`src/pwm_out_regs.svh`:
```
// Register offsets, field positions, reset values and timing counts of the PWM output stage.
`ifndef PWM_OUT_REGS_SVH
`define PWM_OUT_REGS_SVH

`define OFF_ALT_PIN 8'h00
`define OFF_MODE 8'h04
`define OFF_FAULT 8'h08
`define OFF_STEER 8'h0c
`define OFF_DEADBAND 8'h10
`define OFF_PERIOD 8'h14
`define OFF_DUTY_HIGH 8'h18
`define OFF_DRIVE_EN 8'h1c
`define OFF_INT_STATUS 8'h20
`define OFF_INT_CLEAR 8'h24
`define OFF_INT_ENABLE 8'h28

`define RST_BYTE 8'h00
`define RST_PERIOD 8'hff

`define ALT_B_LOC_BIT 1
`define ALT_PRI_LOC_BIT 0
`define ALT_MASK 8'h03
`define STEER_MASK 8'h1f
`define STEER_SYNC_BIT 4
`define FAULT_STATUS_BIT 7
`define FAULT_SRC_CMP_BIT 4
`define FAULT_SRC_PIN_BIT 5
`define DB_RESTART_BIT 7
`define DRIVE_MASK 8'h0f
`define INT_PERIOD_BIT 0
`define INT_SHUTDOWN_BIT 1

`define AXI_OKAY 2'b00
`define AXI_SLVERR 2'b10

`define CLK_PERIOD_NS 4
`define TOSC_NS 4
`define TCY_IN_TOSC 4
`define TCY_CYCLES ((`TOSC_NS * `TCY_IN_TOSC) / `CLK_PERIOD_NS)

`endif

```
`src/pwm_out_pkg.sv`:
```
// Types shared by the PWM output stage modules.
package pwm_out_pkg;
  typedef struct packed {
    logic [5:0] out;
    logic [5:0] oe;
  } pins_s;

  typedef struct packed {
    logic [6:0] cnt;
    logic out;
  } db_s;

  typedef struct packed {
    logic [7:0] alt;
    logic [7:0] mode;
    logic [7:0] flt;
    logic [7:0] steer;
    logic [7:0] db;
    logic [7:0] per;
    logic [7:0] dutyh;
    logic [7:0] drv;
    logic [3:0] steer_act;
    logic [9:0] duty_act;
    logic [7:0] tmr;
    logic [1:0] q;
    logic [1:0] ists;
    logic [1:0] ien;
    logic sd_act;
    logic [1:0] sync1;
    logic [1:0] sync2;
    pins_s pins;
    logic irq;
    logic aw_h;
    logic w_h;
    logic [7:0] awa;
    logic [7:0] wd;
    logic wstb;
    logic awr;
    logic wr;
    logic bv;
    logic [1:0] br;
    logic arr;
    logic rv;
    logic [7:0] rd;
    logic [1:0] rr;
  } core_s;
endpackage

```
`src/pwm_deadband.sv`:
```
// Delays the inactive-to-active edge of one output by a count of instruction cycles.
`timescale 1ns/1ps
module pwm_deadband (
  input wire logic clk,
  input wire logic rst_n,
  input wire logic tick,
  input wire logic [6:0] count,
  input wire logic active_in,
  output logic active_out
);
  pwm_out_pkg::db_s s_r;
  pwm_out_pkg::db_s s_nxt;

  always_comb begin
    s_nxt = s_r;
    if (!active_in) begin
      s_nxt.out = 1'b0;
      s_nxt.cnt = 7'h00;
    end else if (!s_r.out) begin
      if (s_r.cnt >= count) begin
        s_nxt.out = 1'b1;
      end else if (tick) begin
        s_nxt.cnt = s_r.cnt + 7'h01;
      end
    end
  end

  always_ff @(posedge clk or negedge rst_n) begin
    if (!rst_n) begin
      s_r <= '0;
    end else begin
      s_r <= s_nxt;
    end
  end

  assign active_out = s_r.out;
endmodule

```
`src/pwm_out_stage.sv`:
```
// PWM output stage: registers, period timer, steering, dead band, shutdown and pin drive.
`timescale 1ns/1ps
`include "pwm_out_regs.svh"

// How it works
// - Mode low bits set per-pair output polarity.
// - Period flag sets when second period begins.
// - All pins high-impedance after reset.
// - Alternate register relocates output B and primary.
// - Unimplemented register bits read as zero, except fault bit 6, which reads back as written.
// - Shutdown is level held; status write blocked.
// - Synchronised steering changes at next period start.
// - Half-bridge dead band delays activating edges.
module pwm_out_stage (
  input wire logic CORE_CLK,
  input wire logic RESET_N,
  input wire logic [7:0] S_AXI_AWADDR,
  input wire logic S_AXI_AWVALID,
  output logic S_AXI_AWREADY,
  input wire logic [31:0] S_AXI_WDATA,
  input wire logic [3:0] S_AXI_WSTRB,
  input wire logic S_AXI_WVALID,
  output logic S_AXI_WREADY,
  output logic [1:0] S_AXI_BRESP,
  output logic S_AXI_BVALID,
  input wire logic S_AXI_BREADY,
  input wire logic [7:0] S_AXI_ARADDR,
  input wire logic S_AXI_ARVALID,
  output logic S_AXI_ARREADY,
  output logic [31:0] S_AXI_RDATA,
  output logic [1:0] S_AXI_RRESP,
  output logic S_AXI_RVALID,
  input wire logic S_AXI_RREADY,
  input wire logic FAULT_IN_N,
  input wire logic CMP_IN,
  output pwm_out_pkg::pins_s PINS,
  output logic IRQ
);
  pwm_out_pkg::core_s s_r;
  pwm_out_pkg::core_s s_nxt;

  logic tick;
  logic pwm_on;
  logic pstart;
  logic pwm_lvl;
  logic half;
  logic [1:0] db_in;
  logic [1:0] db_out;
  logic [6:0] db_count;

  assign tick = (s_r.q == 2'(`TCY_CYCLES - 1));
  assign pwm_on = (s_r.mode[3:2] == 2'b11);
  assign pstart = pwm_on && tick && (s_r.tmr == s_r.per);
  assign pwm_lvl = ({s_r.tmr, s_r.q} < s_r.duty_act);
  assign half = (s_r.mode[7:6] == 2'b10);
  assign db_count = half ? s_r.db[6:0] : 7'h00;
  assign db_in = {~pwm_lvl & pwm_on, pwm_lvl & pwm_on};

  // The two half-bridge outputs each get their own edge delay.
  genvar gi;
  generate
    for (gi = 0; gi < 2; gi = gi + 1) begin : g_db
      pwm_deadband u_db (
        .clk(CORE_CLK),
        .rst_n(RESET_N),
        .tick(tick),
        .count(db_count),
        .active_in(db_in[gi]),
        .active_out(db_out[gi])
      );
    end
  endgenerate

  function automatic logic mapped(input logic [7:0] a);
    mapped = (a == `OFF_ALT_PIN) || (a == `OFF_MODE) || (a == `OFF_FAULT) ||
             (a == `OFF_STEER) || (a == `OFF_DEADBAND) || (a == `OFF_PERIOD) ||
             (a == `OFF_DUTY_HIGH) || (a == `OFF_DRIVE_EN) || (a == `OFF_INT_STATUS) ||
             (a == `OFF_INT_CLEAR) || (a == `OFF_INT_ENABLE);
  endfunction

  logic wen;
  logic do_wr;
  logic lvl;
  logic st_wr;
  logic [1:0] ev;
  logic [3:0] lg;
  logic [3:0] mask;
  logic [3:0] pol;
  logic [3:0] phys;
  logic [3:0] tri_st;
  logic [3:0] oe4;
  logic [7:0] rdv;

  always_comb begin
    s_nxt = s_r;
    ev = 2'b00;
    rdv = 8'h00;

    // Second flip-flop is the only reader of the first.
    s_nxt.sync1 = {FAULT_IN_N, CMP_IN};
    s_nxt.sync2 = s_r.sync1;

    // Write channel: address and data are held separately, in either order.
    if (s_r.bv && S_AXI_BREADY) begin
      s_nxt.bv = 1'b0;
    end
    if (s_r.awr && S_AXI_AWVALID) begin
      s_nxt.aw_h = 1'b1;
      s_nxt.awa = S_AXI_AWADDR;
    end
    if (s_r.wr && S_AXI_WVALID) begin
      s_nxt.w_h = 1'b1;
      s_nxt.wd = S_AXI_WDATA[7:0];
      s_nxt.wstb = S_AXI_WSTRB[0];
    end
    do_wr = s_r.aw_h && s_r.w_h && !s_r.bv;
    wen = do_wr && s_r.wstb && mapped(s_r.awa);
    if (do_wr) begin
      s_nxt.aw_h = 1'b0;
      s_nxt.w_h = 1'b0;
      s_nxt.bv = 1'b1;
      s_nxt.br = mapped(s_r.awa) ? `AXI_OKAY : `AXI_SLVERR;
    end
    s_nxt.awr = !s_nxt.aw_h;
    s_nxt.wr = !s_nxt.w_h;

    if (wen) begin
      unique case (s_r.awa)
        `OFF_ALT_PIN: s_nxt.alt = s_r.wd & `ALT_MASK;
        `OFF_MODE: s_nxt.mode = s_r.wd;
        `OFF_FAULT: s_nxt.flt[6:0] = s_r.wd[6:0];
        `OFF_STEER: s_nxt.steer = s_r.wd & `STEER_MASK;
        `OFF_DEADBAND: s_nxt.db = s_r.wd;
        `OFF_PERIOD: s_nxt.per = s_r.wd;
        `OFF_DUTY_HIGH: s_nxt.dutyh = s_r.wd;
        `OFF_DRIVE_EN: s_nxt.drv = s_r.wd & `DRIVE_MASK;
        `OFF_INT_ENABLE: s_nxt.ien = s_r.wd[1:0];
        default: ;
      endcase
    end
    // Without sync the new steering lands at once and may cut a pulse short.
    if (wen && (s_r.awa == `OFF_STEER) && !s_r.wd[`STEER_SYNC_BIT]) begin
      s_nxt.steer_act = s_r.wd[3:0];
    end

    // Period timer: instruction cycles divided from the core clock.
    if (!pwm_on) begin
      s_nxt.q = 2'b00;
      s_nxt.tmr = 8'h00;
      s_nxt.duty_act = {s_r.dutyh, s_r.mode[5:4]};
      s_nxt.steer_act = s_nxt.steer[3:0];
    end else begin
      s_nxt.q = s_r.q + 2'b01;
      if (tick) begin
        s_nxt.tmr = s_r.tmr + 8'h01;
      end
      if (pstart) begin
        s_nxt.tmr = 8'h00;
        s_nxt.duty_act = {s_r.dutyh, s_r.mode[5:4]};
        ev[`INT_PERIOD_BIT] = 1'b1;
        if (s_r.steer[`STEER_SYNC_BIT]) begin
          s_nxt.steer_act = s_r.steer[3:0];
        end
      end
    end

    // Shutdown: the level keeps the status set; writes cannot clear it meanwhile.
    lvl = (s_r.flt[`FAULT_SRC_CMP_BIT] & s_r.sync2[0]) |
          (s_r.flt[`FAULT_SRC_PIN_BIT] & ~s_r.sync2[1]);
    st_wr = wen && (s_r.awa == `OFF_FAULT);
    if (lvl) begin
      s_nxt.flt[`FAULT_STATUS_BIT] = 1'b1;
    end else if (st_wr) begin
      s_nxt.flt[`FAULT_STATUS_BIT] = s_r.wd[`FAULT_STATUS_BIT];
    end else if (s_r.db[`DB_RESTART_BIT]) begin
      s_nxt.flt[`FAULT_STATUS_BIT] = 1'b0;
    end
    ev[`INT_SHUTDOWN_BIT] = s_nxt.flt[`FAULT_STATUS_BIT] & ~s_r.flt[`FAULT_STATUS_BIT];
    // Outputs resume only at a period boundary, so a restart is always a whole waveform.
    if (s_nxt.flt[`FAULT_STATUS_BIT]) begin
      s_nxt.sd_act = 1'b1;
    end else if (pstart || !pwm_on) begin
      s_nxt.sd_act = 1'b0;
    end

    // Sticky status: a new event wins over a clear in the same cycle.
    if (wen && (s_r.awa == `OFF_INT_CLEAR)) begin
      s_nxt.ists = s_r.ists & ~s_r.wd[1:0];
    end
    s_nxt.ists = s_nxt.ists | ev;
    s_nxt.irq = |(s_nxt.ists & s_nxt.ien);

    // Output configuration, in A, B, C, D bit order.
    unique case (s_r.mode[7:6])
      2'b00: begin
        lg = {4{pwm_lvl}} & s_r.steer_act;
        mask = s_r.steer_act;
      end
      2'b01: begin
        lg = {pwm_lvl, 1'b0, 1'b0, 1'b1};
        mask = 4'hf;
      end
      2'b10: begin
        lg = {1'b0, 1'b0, db_out[1], db_out[0]};
        mask = 4'h3;
      end
      default: begin
        lg = {1'b0, 1'b1, pwm_lvl, 1'b0};
        mask = 4'hf;
      end
    endcase
    pol = {s_r.mode[0], s_r.mode[1], s_r.mode[0], s_r.mode[1]};
    phys = lg ^ pol;
    tri_st = 4'h0;
    if (s_r.sd_act) begin
      tri_st = {s_r.flt[1], s_r.flt[3], s_r.flt[1], s_r.flt[3]};
      phys = {s_r.flt[0], s_r.flt[2], s_r.flt[0], s_r.flt[2]};
    end
    // Pins drive only once firmware enables their drivers; reset leaves all off.
    oe4 = s_r.drv[3:0] & mask & ~tri_st & {4{pwm_on}};

    // Pins 0..3 are A..D at home; 4 and 5 are the alternate spots for A and B.
    s_nxt.pins.out = {phys[1], phys[0], phys[3], phys[2], phys[1], phys[0]};
    s_nxt.pins.oe[3:2] = oe4[3:2];
    s_nxt.pins.oe[0] = oe4[0] & ~s_r.alt[`ALT_PRI_LOC_BIT];
    s_nxt.pins.oe[4] = oe4[0] & s_r.alt[`ALT_PRI_LOC_BIT];
    s_nxt.pins.oe[1] = oe4[1] & ~s_r.alt[`ALT_B_LOC_BIT];
    s_nxt.pins.oe[5] = oe4[1] & s_r.alt[`ALT_B_LOC_BIT];

    // Read channel.
    if (s_r.rv && S_AXI_RREADY) begin
      s_nxt.rv = 1'b0;
    end
    if (s_r.arr && S_AXI_ARVALID) begin
      unique case (S_AXI_ARADDR)
        `OFF_ALT_PIN: rdv = s_r.alt;
        `OFF_MODE: rdv = s_r.mode;
        `OFF_FAULT: rdv = s_r.flt;
        `OFF_STEER: rdv = s_r.steer;
        `OFF_DEADBAND: rdv = s_r.db;
        `OFF_PERIOD: rdv = s_r.per;
        `OFF_DUTY_HIGH: rdv = s_r.dutyh;
        `OFF_DRIVE_EN: rdv = s_r.drv;
        `OFF_INT_STATUS: rdv = {6'h00, s_r.ists};
        `OFF_INT_ENABLE: rdv = {6'h00, s_r.ien};
        default: rdv = 8'h00;
      endcase
      s_nxt.rv = 1'b1;
      s_nxt.rd = rdv;
      s_nxt.rr = mapped(S_AXI_ARADDR) ? `AXI_OKAY : `AXI_SLVERR;
    end
    s_nxt.arr = !s_nxt.rv;
  end

  always_ff @(posedge CORE_CLK or negedge RESET_N) begin
    if (!RESET_N) begin
      s_r <= '0;
      s_r.per <= `RST_PERIOD;
      s_r.sync1 <= 2'b10;
      s_r.sync2 <= 2'b10;
      s_r.awr <= 1'b1;
      s_r.wr <= 1'b1;
      s_r.arr <= 1'b1;
    end else begin
      s_r <= s_nxt;
    end
  end

  assign S_AXI_AWREADY = s_r.awr;
  assign S_AXI_WREADY = s_r.wr;
  assign S_AXI_BVALID = s_r.bv;
  assign S_AXI_BRESP = s_r.br;
  assign S_AXI_ARREADY = s_r.arr;
  assign S_AXI_RVALID = s_r.rv;
  assign S_AXI_RDATA = {24'h000000, s_r.rd};
  assign S_AXI_RRESP = s_r.rr;
  assign PINS = s_r.pins;
  assign IRQ = s_r.irq;
endmodule

```
`config.mk`:
```
export PLATFORM = sky130hd
export DESIGN_NAME = pwm_out_stage
export DESIGN_NICKNAME = d
export VERILOG_FILES = /design/src/pwm_out_pkg.sv /design/src/pwm_deadband.sv /design/src/pwm_out_stage.sv
export VERILOG_INCLUDE_DIRS = /design/src
export SDC_FILE = /design/constraint.sdc
export NUM_CORES = 1
export LEC_CHECK = 0
export ABC_AREA = 1
export BUFFER_PORTS_ARGS = -buffer_cell sky130_fd_sc_hd__buf_4
export CORE_ASPECT_RATIO = 2
export CORE_MARGIN = 5
export CORE_UTILIZATION = 52
export DETAILED_ROUTE_END_ITERATION = 6
export PLACE_DENSITY = 0.89
export RECOVER_POWER = 100
export SETUP_SLACK_MARGIN = 0.05
export SYNTH_ARGS = -nofsm -noshare
export SYNTH_HDL_FRONTEND = slang
export SYNTH_SLANG_ARGS = --single-unit
```
`constraint.sdc`:
```
create_clock -name CORE_CLK -period 2.4 [get_ports CORE_CLK]
set_clock_uncertainty 0.1 [all_clocks]
set_input_delay 0.24 -clock CORE_CLK [delete_from_list [all_inputs] [get_ports CORE_CLK]]
set_output_delay 0.24 -clock CORE_CLK [all_outputs]
set_load 0.01 [all_outputs]
```
---- Word level (Yosys, flattened, before mapping) ----
Cells that the tools add are included.
storage, ports and cells
  flip-flop bits (word level) ............. 149
  input port bits ......................... 61
  output and inout port bits .............. 54
  word-level logic and storage cells ...... 208
cells by class
  add/sub/neg operators ................... 4
  $lt $le $gt $ge ......................... 3
  equal/unequal tests ..................... 33
  multiplexer cells ....................... 46
  bitwise gates (word level) .............. 25
  reduce and logical (&&, ||, !) cells .... 58
operators by type and width
  operator               number
  $pmux W8 S10           1
  $eq A8 B5 Y1 const B   8
  $mux W8                8
  $eq A8 B6 Y1 const B   6
  $mux W36               1
  $mux W7                5
  $eq A8 B4 Y1 const B   4
  $mux W24               1
  $mux W4                6
  $mux W22               1
  $logic_or A1 B1 Y1     21
  $and A4 B4 Y4          4
  $eq A8 B3 Y1 const B   2
  $logic_not A8 Y1       2
  $reduce_and A2 Y1      8
  $logic_and A1 B1 Y1    15
  $add A7 B1 Y7 const B  2
  $ge A7 B7 Y1           2
  $mux W1                13
  $mux W2                6
  $ne A2 B2 Y1 const B   6
  $pmux W4 S3            1
  $mux W11               1
  $lt A10 B10 Y1         1
  other kinds (22)       44

---- Depth between registers and ports, before layout ----
  word-level depth ........................ 19
  gate-level depth with buffers ........... 14

---- Modules after synthesis ----
From an unflattened synthesis, not the netlist that was laid out.
second synthesis, totals
  cells, all modules ...................... 1009
  area, all modules ....................... 8097.8 µm²
by module, submodules not included
  module         instances  cells an instance  area each (µm²)  sequential area each (µm²)
  pwm_out_stage  1          813                6769.0           3244.4
  pwm_deadband   2          98                 664.4            200.2

---- Least setup slack after synthesis ----
No wires, ideal clock.
  kind .................................... reg2reg
  start point ............................. reg s_r[136] in the netlist's numbering
  end point ............................... reg g_db[1].u_db.s_r[3] in the netlist's numbering
  setup time .............................. 0.078 ns
  data arrival time ....................... 2.263 ns
  data required time ...................... 2.222 ns
  path slack .............................. -0.041 ns
  cell stages (with the launch flop) ...... 13
  buffers on the path ..................... 1
  period minus slack after synthesis ...... 2.441 ns
  path through ............................ dfrtp_1 -> inv_1 -> ha_1 -> clkbuf_1 -> nand2_1 -> ha_1 -> a21oi_1 -> o21ai_0 -> nand4_1 -> nand3_1 -> nor3_1 -> nand2_1 -> a21oi_1
between the ends
  longest elaborated chain between the ends .. 5
ends and longest elaborated chain
  element                      line                  text
  start, declared              pwm_out_stage.sv:39   pwm_out_pkg::core_s s_r;
  start signal, assigned       pwm_out_stage.sv:265  s_r <= s_nxt;
  $eq A2 B2 Y1                 pwm_out_stage.sv:55   assign half = (s_r.mode[7:6] == 2'b10);
  $mux W7                      pwm_out_stage.sv:56   assign db_count = half ? s_r.db[6:0] : 7'h00;
  $ge A7 B7 Y1                 pwm_deadband.sv:20    if (s_r.cnt >= count) begin
  $ne A2 B2 Y1 (no line)       -
  $reduce_and A3 Y1 (no line)  -
  end signal, assigned         pwm_deadband.sv:32    s_r <= s_nxt;
  end, declared                pwm_deadband.sv:11    pwm_out_pkg::db_s s_r;
Every way passes these cells.
A chain may end at the register's enable or synchronous reset.

---- Worst setup path after layout ----
  start point ............................. reg s_r[137] in the netlist's numbering
  end point ............................... reg s_r (netlist bit PINS[7])
between the ends
  longest elaborated chain between the ends .. 4
  elaborated cells on any way between the ends .. 6
  classes of those cells .................. eq/ne (2); mux (2); bitwise (1); reduce/logical (1)
ends and longest elaborated chain
  element                                     line                  text
  $eq A2 B2 Y1, or another cell as far along  pwm_out_stage.sv:194  unique case (s_r.mode[7:6])
  $pmux W4 S3 *                               pwm_out_stage.sv:194
  $xor A4 B4 Y4 *                             pwm_out_stage.sv:213  phys = lg ^ pol;
  $mux W4 *                                   pwm_out_stage.sv:215  if (s_r.sd_act) begin
  via phys[1]                                 pwm_out_stage.sv:89   logic [3:0] phys;
The timed path passes the listed nets; every way through them passes the cells marked *.

==> reports/results.txt <==
Outcome: finished clean
Syn Area/Cell: 8.15 sq um
Via/cell ratio: 5.45
Cells after Synth: 959
Peak Freq: 0.427 GHz
Setup-failing EPs final: 0
GR Overflow Total: 0
Initial core utilization: 0.528
# rows: 63
CTS max path bufs: 2
Post-synth top cells: nand2_1 (272), dfrtp_1 (132), inv_1 (101)
Total Routing Usage GR: 0.243
Non-filler cells, final: 1253
FILL cells: 1274
Reg area: 3640 sq um
Synth async-reset ratio: 1.00
Area taken by multi-input logic gates: 3360 sq um
Num CTS Buffers: 17
GPL Wtd Cong: 1.01
Ports: 115
Antenna-violating nets left: 0
Synth top area share: 0.422
First-pass GRT wire length: 34200 um
Post-Syn Area: 7820 sq um
Net count, final: 1137
Fraction of layout cells with a size suffix above 1: 0.118
Die height: 183 um
DRT iter0 DRCs: 668
Reg-to-reg slack, setup: 0.06 ns
Root Buffer: clkbuf_16
Yosys Warn Count: 0
Max cap viols: 0
H-Tree Depth: 4
Avg WL per Cell: 17.1 um
Share of the clock period used by the worst path: 0.977
Fin crit period: 2.34 ns
CTS tree: built
Worst-Skew Late Latency: 0.43 ns
Area delta synth->final: 16.0%
Via Count: 6824
Critical path, cell by cell: clkbuf_1, inv_1, ha_1, inv_1, o21ai_0, nand4_1, nand3_1, nand2_1, o21ai_0
Detailed Route WL: 21400 um
Comb pwr share: 0.157
Critical path's slowest cell: dfrtp_1
Startpoint types: register
Netlist cell types: 41
ANT cells: 0
Synth area leader: dfrtp_1
Switching Fraction: 0.294
DRC errors left: 0
Worst path arrival time: 2.57 ns
CP max stage delay: 0.40 ns
Pwr dens: 755 nW/um^2
Hold WC Path Type: in -> reg
Worst-Margin Slew: 1.35 ns
EDFF count, synth: 0
Peak VDD IR: 874 uV
Slew HR: 0.102
DP Worst Slack: 0.0677 ns
Primary FF master, synth: dfrtp_1
Worst EP required: 2.62 ns
Dpl cells: 1196
Yosys reg bits: 145
Register area share after synthesis: 0.466
Flop pwr share: 0.426
Clk network pwr share: 0.417
Worst Hold Path Cells: 4
FF-to-FF path depth: 9
Clock Sinks: 145
Largest net degree at the start of global routing: 54
Initial antenna violation count: 0
Setup repair after global routing missed its margin: no
Port Buffers: 61
Post-DP HPWL: 15500 um
Die Wd: 96.7 um
Int Power: 4.83 mW
Leak: 4.41 nW
Die area: 17700 sq um
1st-pass router iterations: 6
Vias in the first global route: 7175
Top cells by area, synth: dfrtp_1 (42%), nand2_1 (13%), ha_1 (5.0%), inv_1 (4.8%), o21ai_0 (4.8%)
Final hold vios: 0
Max-slew violation count: 0
Count leader, synth: nand2_1
Clk slew on worst S/H paths: 0.06 ns
CP Max Fanout: 8
TNS Setup: 0 ns
Setup CP Type: reg -> reg
Critical Path End Type: register
PnR worst setup slack: 0.0557 ns
Sw power: 2.01 mW
Core Area: 14800 sq um
Overall power: 6.84 mW
==> logic make-up after synthesis <==
kind of cell               Yosys count  share of synthesized area
xor gates and xnor gates             9                     0.0101
adders and majority gates           31                     0.0496
AOI/OAI and AO/OA                  151                      0.108
buffers and inverters              170                      0.110
DFF                                145                      0.466
other                                1                   0.000480
and+or+nand+nor                    452                      0.256
==> power by group through the flow <==
stage | registers (mW) | clock network [mW] | logic (mW)
2_1_floorplan | 2.90 | 0 | 0.706
3_3_place_gp | 2.94 | 0 | 1.07
3_5_place_dp | 2.95 | 0 | 1.09
4_1_cts | 2.91 | 2.88 | 1.14
5_1_grt | 2.94 | 2.98 | 1.18
6_report | 2.91 | 2.85 | 1.07
==> registers in the layout, indices dropped and copies added (netlist names) <==
| signal | count |
|---|---|
| IRQ | 1 |
| PINS | 10 |
| S_AXI_ARREADY | 1 |
| S_AXI_AWREADY | 1 |
| S_AXI_BRESP | 1 |
| S_AXI_BVALID | 1 |
| S_AXI_RDATA | 8 |
| S_AXI_RRESP | 1 |
| S_AXI_RVALID | 1 |
| S_AXI_WREADY | 1 |
| g_db.u_db.active_out | 2 |
| g_db.u_db.s_r | 14 |
| pol | 2 |
| s_nxt | 2 |
| s_r | 99 |
==> cells in the final DEF, fill, tap and decap left out, types with 5 or more instances in the layout <==
cell and count:
a21oi_1 33, buf_4 47, clkbuf_1 32, clkbuf_16 17
conb_1 26, dfrtp_1 132, dfstp_2 11, dlygate4sd3_1 23
ha_1 30, inv_1 101, nand2_1 273, nand2_2 7
nand3_1 64, nand4_1 17, nor2_1 55, nor3_1 14
nor3b_1 5, o21ai_0 95, o21ai_1 8, xor2_1 5
==> worst max-delay path, delay by kind of cell (launching register included) <==
kind	cells	cell delay, ns
compound gates	2	0.60
buf+inv	3	0.41
simple gates	3	0.45
flops	1	0.40
fa+ha+maj	1	0.30
==> cell type report <==
cell class	count	area share
Sequential cell	145	0.402
Tap cell	195	0.0269
Clock inverter	11	0.0195
Inverter	104	0.0431
Clock buffer	21	0.0519
Multi-Input combinational cell	669	0.371
Timing Repair Buffer	108	0.0858
==> layer usage <==
layer | vias up | track usage | share of wire
met2 | 291 | 0.445 | 0.53
met3 | 142 | 0.0448 | 0.048
met5 | - | 0 | 0
met1 | 3183 | 0.223 | 0.33
met4 | 0 | 0.226 | 0.098
li1 | 3208 | - | -
==> final timing paths <==
| check | startpoint | end |
|---|---|---|
| worst min-delay path | S_AXI_AWVALID | s_r[33] |
| worst max register to register | s_r[137] | PINS[7] |
| worst max-delay path | s_r[137] | PINS[7] |
| worst min register to register | s_nxt[49] | s_r[49] |
| max in group asynchronous | RESET_N | s_r[100] |
| min in group asynchronous | RESET_N | S_AXI_RVALID |
==> stage by stage <==
step | cell area (sq um) | util | hold slack (ns)
detailed placement | 8360 | 0.564 | 0.129
CTS | 9240 | 0.624 | 0.0118
floorplan | 7920 | - | -0.156
finish | 9070 | 0.612 | 0.0218
global placement | 8360 | 0.564 | 0.124
global route | 9070 | 0.612 | 0.0228
==> what timing repair did <==
action / CTS / global route
pin swaps: 0 / 3
hold buffers: 23 / 0
endpoints found under the setup margin: 7 / 14
setup buffers: 0 / 2
endpoints found under the hold margin: 67 / 0
resized for setup: 1 / 5
Power figures use the tool's default switching activity.
